`config.mk`:
```
export PLATFORM = sky130hd
export DESIGN_NAME = scc_top
export DESIGN_NICKNAME = d
export VERILOG_FILES = /design/src/logic/scc_pkg.sv /design/src/logic/scc_fifo.sv /design/src/logic/scc_clkdiv.sv /design/src/logic/scc_top.sv
export VERILOG_INCLUDE_DIRS = /design/src /design/src/logic
export SDC_FILE = /design/constraint.sdc
export NUM_CORES = 1
export LEC_CHECK = 0
export ABC_AREA = 1
export BUFFER_PORTS_ARGS = -buffer_cell sky130_fd_sc_hd__clkbuf_2
export CAP_MARGIN = 5
export CORE_MARGIN = 3
export CORE_UTILIZATION = 25
export CTS_CLUSTER_SIZE = 24
export DETAILED_ROUTE_END_ITERATION = 10
export HOLD_SLACK_MARGIN = 0.08
export PLACE_DENSITY = 0.54
export SYNTH_ARGS = -nofsm -noshare
export SYNTH_HDL_FRONTEND = slang
export SYNTH_SLANG_ARGS = --single-unit
```
`constraint.sdc`:
```
create_clock -name mclk -period 2.2 [get_ports mclk]
set_clock_uncertainty 0.05 [all_clocks]
set_input_delay 0.33 -clock mclk [delete_from_list [all_inputs] [get_ports mclk]]
set_output_delay 0.33 -clock mclk [all_outputs]
set_load 0.005 [all_outputs]
```
`src/logic/scc_params.svh`:
```
`ifndef SCC_PARAMS_SVH
`define SCC_PARAMS_SVH
// configuration register offset in special function space
`define SCC_CFG_ONE_ADDR 8'he8
`define SCC_TX_BUF_ADDR 8'h9a
`define SCC_RX_BUF_ADDR 8'h9b
// configuration register fields
`define SCC_RATE_LSB 0
`define SCC_OVF_BIT 2
`define SCC_SSEN_BIT 3
`define SCC_AUTOSS_BIT 4
`define SCC_IRQ_SOURCE_SELECT_BIT 5
`define SCC_CFG_RESET 8'h10
`define SCC_CFG_WMASK 8'h3f
// base divide of the core clock for rate code 00
`define SCC_BASE_DIV 8
`define SCC_FIFO_DEPTH 4
`endif

```
`src/logic/scc_pkg.sv`:
```
`default_nettype none
package scc_pkg;
	typedef struct packed {
		logic [1:0] reserved;
		logic irq_source_select;
		logic auto_ss;
		logic ss_input_enable;
		logic rx_overflow_write_enable;
		logic [1:0] sclk_rate_select;
	} scc_cfg_t;
	typedef struct packed {
		logic wr;
		logic rd;
		logic [7:0] addr;
		logic [7:0] wdata;
	} scc_sfr_t;
	typedef enum logic [1:0] {
		SCC_IDLE = 2'b00,
		SCC_SHIFT = 2'b01,
		SCC_GAP = 2'b11
	} scc_state_t;
endpackage
`default_nettype wire

```
`src/logic/scc_fifo.sv`:
```
`default_nettype none
module scc_fifo
	import scc_pkg::*;
#(
	parameter int WIDTH = 8,
	parameter int DEPTH = 4
)(
	input wire logic mclk,
	input wire logic rst,
	input wire logic in_valid,
	output logic in_ready,
	input wire logic [WIDTH-1:0] in_data,
	output logic out_valid,
	input wire logic out_ready,
	output logic [WIDTH-1:0] out_data
);
	localparam int AW = (DEPTH > 1) ? $clog2(DEPTH) : 1;
	logic [WIDTH-1:0] mem_reg [DEPTH];
	logic [AW-1:0] wp_reg, rp_reg;
	logic [AW:0] cnt_reg;
	logic push, pop;
	assign in_ready = (cnt_reg != (AW+1)'(DEPTH));
	assign out_valid = (cnt_reg != '0);
	assign push = in_valid && in_ready;
	assign pop = out_valid && out_ready;
	assign out_data = mem_reg[rp_reg];
	always_ff @(posedge mclk)
	begin
		if (push)
			mem_reg[wp_reg] <= in_data;
	end
	always_ff @(posedge mclk)
	begin
		if (rst)
		begin
			wp_reg <= '0;
			rp_reg <= '0;
			cnt_reg <= '0;
		end
		else
		begin
			if (push)
				wp_reg <= (wp_reg == AW'(DEPTH-1)) ? '0 : wp_reg + 1'b1;
			if (pop)
				rp_reg <= (rp_reg == AW'(DEPTH-1)) ? '0 : rp_reg + 1'b1;
			if (push && !pop)
				cnt_reg <= cnt_reg + 1'b1;
			else if (pop && !push)
				cnt_reg <= cnt_reg - 1'b1;
		end
	end
endmodule // scc_fifo
`default_nettype wire

```
`src/logic/scc_clkdiv.sv`:
```
`default_nettype none
`include "scc_params.svh"
module scc_clkdiv
	import scc_pkg::*;
(
	input wire logic mclk,
	input wire logic rst,
	input wire logic run,
	input wire logic [1:0] rate,
	output logic half_tick
);
	logic [5:0] cnt_reg;
	logic [5:0] half_len;
	// half period of core/8,16,32,64
	always_comb
	begin
		half_len = 6'((`SCC_BASE_DIV / 2) << rate) - 6'h01;
	end
	assign half_tick = run && (cnt_reg >= half_len);
	always_ff @(posedge mclk)
	begin
		if (rst || !run || half_tick)
			cnt_reg <= '0;
		else
			cnt_reg <= cnt_reg + 6'h01;
	end
endmodule // scc_clkdiv
`default_nettype wire

```
`src/logic/scc_top.sv`:
```
// Summary of operation
// - interrupt on receive full when selector 0, transmit empty when 1
// - master, automatic select clear: select output held low
// - master, automatic select set: select low for one byte, then high
// - continuous master: select stays low across the multibyte transfer
// - slave with select enable: transfer only while select input is low
// - overflow write 0: byte arriving before read is discarded
// - overflow write 1: byte arriving before read replaces unread byte
// - master serial clock is core clock over 8, 16, 32 or 64
// - master-slave bit 1 selects master, 0 selects slave
// - continuous: keep sending while data waits, select until all empty
`default_nettype none
`include "scc_params.svh"
module scc_top
	import scc_pkg::*;
#(
	parameter int FIFO_DEPTH = `SCC_FIFO_DEPTH
)(
	input wire logic mclk,
	input wire logic rst,
	input wire scc_sfr_t sfr_req,
	output logic [7:0] sfr_rdata,
	input wire logic master_slave_select,
	input wire logic continuous_transfer_enable,
	input wire logic cpol,
	output logic tx_ready,
	output logic spi_irq,
	output logic sclk_o,
	output logic sclk_oe,
	input wire logic sclk_i,
	output logic mosi_o,
	output logic mosi_oe,
	input wire logic mosi_i,
	output logic miso_o,
	output logic miso_oe,
	input wire logic miso_i,
	output logic ss_o,
	output logic ss_oe,
	input wire logic ss_i
);
	//****************
	// configuration
	//****************
	scc_cfg_t cfg_reg;
	logic [7:0] rx_buf_reg;
	logic rx_full_reg;
	logic wr_cfg, wr_tx, rd_rx;
	assign wr_cfg = sfr_req.wr && (sfr_req.addr == `SCC_CFG_ONE_ADDR);
	assign wr_tx = sfr_req.wr && (sfr_req.addr == `SCC_TX_BUF_ADDR);
	assign rd_rx = sfr_req.rd && (sfr_req.addr == `SCC_RX_BUF_ADDR);
	always_ff @(posedge mclk)
	begin
		if (rst)
			cfg_reg <= scc_cfg_t'(`SCC_CFG_RESET);
		else if (wr_cfg)
			cfg_reg <= scc_cfg_t'(sfr_req.wdata & `SCC_CFG_WMASK);
	end
	always_ff @(posedge mclk)
	begin
		if (rst)
			sfr_rdata <= 8'h00;
		else if (sfr_req.rd && sfr_req.addr == `SCC_CFG_ONE_ADDR)
			sfr_rdata <= cfg_reg;
		else if (rd_rx)
			sfr_rdata <= rx_buf_reg;
		else if (sfr_req.rd)
			sfr_rdata <= 8'h00;
	end

	//****************
	// transmit fifo
	//****************
	logic fifo_valid, fifo_pop;
	logic [7:0] fifo_data;
	scc_fifo #(.WIDTH(8), .DEPTH(FIFO_DEPTH)) u_txfifo (
		.mclk(mclk),
		.rst(rst),
		.in_valid(wr_tx),
		.in_ready(tx_ready),
		.in_data(sfr_req.wdata),
		.out_valid(fifo_valid),
		.out_ready(fifo_pop),
		.out_data(fifo_data)
	);

	//****************
	// master engine
	//****************
	scc_state_t state_reg;
	logic [7:0] sh_reg;
	logic [3:0] edge_cnt_reg;
	logic sclk_reg, half_tick, is_master, byte_done, slave_sel, s_load, miso_cap_reg;
	logic [7:0] rx_byte;
	logic rx_strobe;
	assign is_master = master_slave_select;
	scc_clkdiv u_div (
		.mclk(mclk),
		.rst(rst),
		.run(is_master && state_reg == SCC_SHIFT),
		.rate(cfg_reg.sclk_rate_select),
		.half_tick(half_tick)
	);
	assign byte_done = half_tick && edge_cnt_reg == 4'hf;
	assign fifo_pop = is_master ? (state_reg == SCC_IDLE && fifo_valid) : s_load;
	always_ff @(posedge mclk)
	begin
		if (rst || !is_master)
		begin
			state_reg <= SCC_IDLE;
			edge_cnt_reg <= 4'h0;
			sclk_reg <= 1'b0;
			sh_reg <= 8'h00;
			miso_cap_reg <= 1'b0;
		end
		else
		begin
			unique case (state_reg)
				SCC_IDLE:
				begin
					if (fifo_valid)
					begin
						sh_reg <= fifo_data;
						edge_cnt_reg <= 4'h0;
						state_reg <= SCC_SHIFT;
					end
				end
				SCC_SHIFT:
				begin
					if (half_tick)
					begin
						sclk_reg <= ~sclk_reg;
						edge_cnt_reg <= edge_cnt_reg + 4'h1;
						// sample on rising edge, shift out on falling edge
						if (!sclk_reg)
							miso_cap_reg <= miso_i;
						else
							sh_reg <= {sh_reg[6:0], miso_cap_reg};
					end
					if (byte_done)
					begin
						if (continuous_transfer_enable && fifo_valid)
							state_reg <= SCC_IDLE;
						else
							state_reg <= SCC_GAP;
					end
				end
				SCC_GAP:
					state_reg <= SCC_IDLE;
				default:
					state_reg <= SCC_IDLE;
			endcase
		end
	end
	logic ss_master;
	always_comb
	begin
		if (!cfg_reg.auto_ss)
			ss_master = 1'b0;
		else
			ss_master = (state_reg == SCC_SHIFT) ? 1'b0 :
				(state_reg == SCC_IDLE && fifo_valid && continuous_transfer_enable) ? 1'b0 : 1'b1;
	end
	assign sclk_o = sclk_reg ^ cpol;
	assign sclk_oe = is_master;
	assign mosi_o = is_master ? sh_reg[7] : 1'b0;
	assign mosi_oe = is_master;
	assign ss_o = ss_master;
	assign ss_oe = is_master;

	//****************
	// slave engine
	//****************
	logic s_sclk_d, s_rise, s_fall;
	logic [7:0] s_sh_reg, s_tx_reg;
	logic [2:0] s_cnt_reg;
	assign slave_sel = !is_master && (!cfg_reg.ss_input_enable || !ss_i);
	assign s_rise = !s_sclk_d && (sclk_i ^ cpol);
	assign s_fall = s_sclk_d && !(sclk_i ^ cpol);
	assign s_load = slave_sel && s_cnt_reg == 3'h0 && fifo_valid && s_rise;
	always_ff @(posedge mclk)
	begin
		if (rst)
		begin
			s_sclk_d <= 1'b0;
			s_sh_reg <= 8'h00;
			s_tx_reg <= 8'h00;
			s_cnt_reg <= 3'h0;
		end
		else
		begin
			s_sclk_d <= sclk_i ^ cpol;
			if (!slave_sel)
				s_cnt_reg <= 3'h0;
			else if (s_rise)
			begin
				s_sh_reg <= {s_sh_reg[6:0], mosi_i};
				s_cnt_reg <= s_cnt_reg + 3'h1;
				// first edge of a byte takes the next transmit entry
				if (s_cnt_reg == 3'h0)
					s_tx_reg <= fifo_valid ? fifo_data : 8'h00;
			end
			else if (s_fall)
				s_tx_reg <= {s_tx_reg[6:0], 1'b0};
		end
	end
	// data shifts on the falling edge; between bytes it shows bit 7 of the next transmit entry
	assign miso_o = (s_cnt_reg == 3'h0) ? (fifo_valid && fifo_data[7]) : s_tx_reg[7];
	assign miso_oe = slave_sel;

	//****************
	// receive buffer
	//****************
	assign rx_strobe = is_master ? byte_done :
		(slave_sel && s_rise && s_cnt_reg == 3'h7);
	assign rx_byte = is_master ? {sh_reg[6:0], miso_cap_reg} : {s_sh_reg[6:0], mosi_i};
	always_ff @(posedge mclk)
	begin
		if (rst)
			rx_buf_reg <= 8'h00;
		else if (rx_strobe && (!rx_full_reg || rd_rx || cfg_reg.rx_overflow_write_enable))
			rx_buf_reg <= rx_byte;
	end
	always_ff @(posedge mclk)
	begin
		if (rst)
			rx_full_reg <= 1'b0;
		else if (rx_strobe)
			rx_full_reg <= 1'b1;
		else if (rd_rx)
			rx_full_reg <= 1'b0;
	end
	always_ff @(posedge mclk)
	begin
		if (rst)
			spi_irq <= 1'b0;
		else
			spi_irq <= cfg_reg.irq_source_select ? !fifo_valid : rx_full_reg;
	end
endmodule // scc_top
`default_nettype wire

```
==> impl_metrics.ini <==
[finish]
num_antenna_cells = 0
largest_register_ffs = 32
fillerInstances = 2049
final_design_area_no_fill_um2 = 5830
syn_to_layout_area_delta_pct = 20.0
drive_gt1_frac = 0.190
finish.net_count = 708
post-route-util = 0.308
final_cell_count_no_fill = 930

[clock_network]
cts.clk_slew.worst_paths_ns = 0.08
clock_tree_from_tritoncts = built
clkSinkCount = 106
cts_root_buf = sky130_fd_sc_hd__clkbuf_16
cts-hold-fix-buffers = 0
clkLatencyLatePin_ns = 0.36
h_tree_levels = 3
cts_setup_buffers = 0
clockBufferDepth = 2
numCtsBuffers = 9

[power]
worst_ir_drop_vdd_mv = 0.445
cellLeakagePower_nw = 2.51
report.power.total_mw = 5.47
power_density_nw_per_um2 = 938

[yosys]
yosysTopAreaCell = sky130_fd_sc_hd__dfxtp_1
synthCells = 601
synth_area_per_cell_um2 = 8.08
synth-compound-area-share = 0.116
fraction_of_the_mapped_netlist_area_in_adder_cells = 0.0428
yosys_warnings = 0
synth.top_cell.area_share = 0.305
ys_ff_latch = 106
yosysSeqAreaShare = 0.503
synth.net_count = 644
simple_gate_area_share_of_the_yosys_netlist = 0.255
post_synth_mux_area_share = 0
syn_area_um2 = 4860
post_synth_num_cell_types = 40
synth_area_leaders = sky130_fd_sc_hd__dfxtp_1, sky130_fd_sc_hd__edfxtp_1, sky130_fd_sc_hd__nand2_1
largest_family_of_logic_cells_by_synthesized_area = simple AND/OR/NAND/NOR gates
yosys.area_share.xor_xnor = 0.00361

[floorplanning]
fp.coreArea_um2 = 18900
placementRows = 50
die_x_um = 145
die-height_um = 145
start_util = 0.257
die_area_um2 = 21100
io-pin-count = 45

[critical_path]
end_kind = register
crit_path_max_fanout = 3
worstRegToRegCells = 11
critPathArrivalTime_ns = 2.23
worst_setup_ep = u_txfifo.cnt_reg[1]$_SDFFE_PP0P_
reg2reg_to = u_txfifo.cnt_reg[1]$_SDFFE_PP0P_
critPathBufInv = 3
critical_path.slowest_cell = sky130_fd_sc_hd__fa_2
critical_path.startpoint_type = register
critical_path.top_delay_family = adder cells
cell_by_cell_listing_of_the_critical_path = a21oi_2 > inv_2 > nor2_8 > nand3_1 > nand2_1 > inv_2 > ha_1 > inv_1 > fa_2 > o21ai_0 > a21oi_1
cpMostUsedCell = sky130_fd_sc_hd__inv_2
setup.reg_to_reg.worst_slack_ns = 0.16
crit-reg2reg-launch = cfg_reg[3]$_SDFFE_PP0P_
critical_path_class = register to register
crit_required_ns = 2.40
delay_contributed_by_the_slowest_stage_of_the_critical_path_ns = 0.43
crit_cells = 11
startpoint = cfg_reg[3]$_SDFFE_PP0P_

[global_route]
first_pass_grt_wire_length_um = 19100
antenna_found_initial = 0
gr-usage-all-layers = 0.114
global_route.overflow_total = 0
grt_pass1_vias = 3631
pin_count_of_the_biggest_net_entering_global_routing = 22

[routing]
route.detailed.drc = 0
routed_wire_length_per_instance_um = 12.4
routed_wirelength_um = 11500
ant_nets = 0
drt_iter0_markers = 241
detailroute.via_count = 3885
firstDrtPassIters = 4
avgViaCountPerCell = 4.18

[sta]
timing.final.crit_share = 0.926
slew_viol_final = 0
finalSetupViolations = 0
rsz0062_at_grt = yes
min_period_ns = 2.04
final.hold.worst_slack_ns = 0.138
clock.fmax_mhz = 491
hold_viol = 0

[status]
outcome = finished clean

[placement]
dp.final_hpwl_um = 8690
gpl.final_weighted_congestion = 0.798
buffer_ports.inserted = 44
post_dp_cell_area_um2 = 5520
dp.cells = 914

[hold_path]
worst_hold_path.num_cells = 1
worst_hold_path_type = input pin to register

[flow_run]
drv_cap = 0
==> area by class of cell <==
class / count / area [µm²] / share of cell area
sequential: 106 / 2440 / 0.420
multi-input combinational: 402 / 2040 / 0.350
timing repair buffer: 74 / 445 / 0.0764
tap: 260 / 325 / 0.0558
inverter: 72 / 275 / 0.0472
clock buffer: 9 / 225 / 0.0387
clock inverter: 7 / 70.1 / 0.0120
==> how the worst min path moves through the flow <==
stage	start	endpoint
finish	sfr_req[6]	u_txfifo.mem_reg[0][6]$_DFFE_PP_
CTS	sfr_req[6]	u_txfifo.mem_reg[0][6]$_DFFE_PP_
global route	sfr_req[6]	u_txfifo.mem_reg[0][6]$_DFFE_PP_
detailed placement	u_div.cnt_reg[0]$_SDFF_PP0_	u_div.cnt_reg[0]$_SDFF_PP0_
global placement	u_div.cnt_reg[0]$_SDFF_PP0_	u_div.cnt_reg[0]$_SDFF_PP0_
floorplan	u_div.cnt_reg[0]$_SDFF_PP0_	u_div.cnt_reg[0]$_SDFF_PP0_
==> synthesized netlist by cell type, drive strengths merged <==
cell type  instances
fa                 1
conb               1
o21ai             51
nor2              86
dfxtp             74
clkbuf             9
edfxtp            32
nand2            139
nand3             42
a211oi             2
ha                15
o221ai             5
nor3b              2
buf               12
nand4              1
xor2               1
a21boi             1
o22ai              2
or2                2
a21oi             38
o211ai             3
nor3               7
and3               1
inv               72
nand3b             1
xnor2              1
==> metrics by stage <==
stage	setup WS, ns	TNS (ns)
after global routing	-0.0250	-0.0250
after global placement	0.0134	0
after detailed placement	0.00668	0
after CTS	0.0116	0
after floorplan	0.0514	0
final	0.163	0
==> cell families (layout without fill, tap and decap cells) <==
kind of cell,count (synthesis),after routing
AND/OR/NAND/NOR,281,281
flip-flops,106,106
AO/OA/AOI/OAI,102,102
buffers and inverters,93,162
adder cells (fa/ha/maj),16,16
XOR/XNOR,2,2
other,1,1
==> what timing repair did <==
item,CTS,global route
endpoints found under the setup margin,1,6
endpoints found under the hold margin,0,0
pin swaps,0,2
gates resized for setup,1,9
==> metal layers <==
layer  track usage  vias up  part of all wire
met4        0.0370        0             0.013
met3        0.0299        8             0.037
met2         0.169       61              0.43
met1         0.161     1732              0.52
met5             0        -                 0
li1              -     2084                 -
==> power breakdown <==
group	switching, mW	internal [mW]	total, mW
Sequential	0.119	2.15	2.27
Combinational	1.02	0.581	1.60
Clock	0.795	0.802	1.60
Total	1.93	3.54	5.47
==> layout by cell type (no fill, tap or decap), types with 2 or more instances in the layout <==
cell type                   count
sky130_fd_sc_hd__a211oi_1       2
sky130_fd_sc_hd__a21oi_1       37
sky130_fd_sc_hd__buf_4         30
sky130_fd_sc_hd__clkbuf_16      9
sky130_fd_sc_hd__clkbuf_2      44
sky130_fd_sc_hd__dfxtp_1       72
sky130_fd_sc_hd__dfxtp_2        2
sky130_fd_sc_hd__edfxtp_1      32
sky130_fd_sc_hd__ha_1          15
sky130_fd_sc_hd__inv_1         62
sky130_fd_sc_hd__inv_2          8
sky130_fd_sc_hd__inv_4          2
sky130_fd_sc_hd__inv_6          2
sky130_fd_sc_hd__inv_8          2
sky130_fd_sc_hd__nand2_1      133
sky130_fd_sc_hd__nand2_2        2
sky130_fd_sc_hd__nand2_4        4
sky130_fd_sc_hd__nand3_1       41
sky130_fd_sc_hd__nor2_1        75
sky130_fd_sc_hd__nor2_2         9
sky130_fd_sc_hd__nor3_1         6
sky130_fd_sc_hd__nor3b_1        2
sky130_fd_sc_hd__o211ai_1       3
sky130_fd_sc_hd__o21ai_0       40
sky130_fd_sc_hd__o21ai_1       10
sky130_fd_sc_hd__o221ai_1       5
sky130_fd_sc_hd__o22ai_1        2
sky130_fd_sc_hd__or2_2          2
Note: power is estimated with default switching activity, not from simulation.
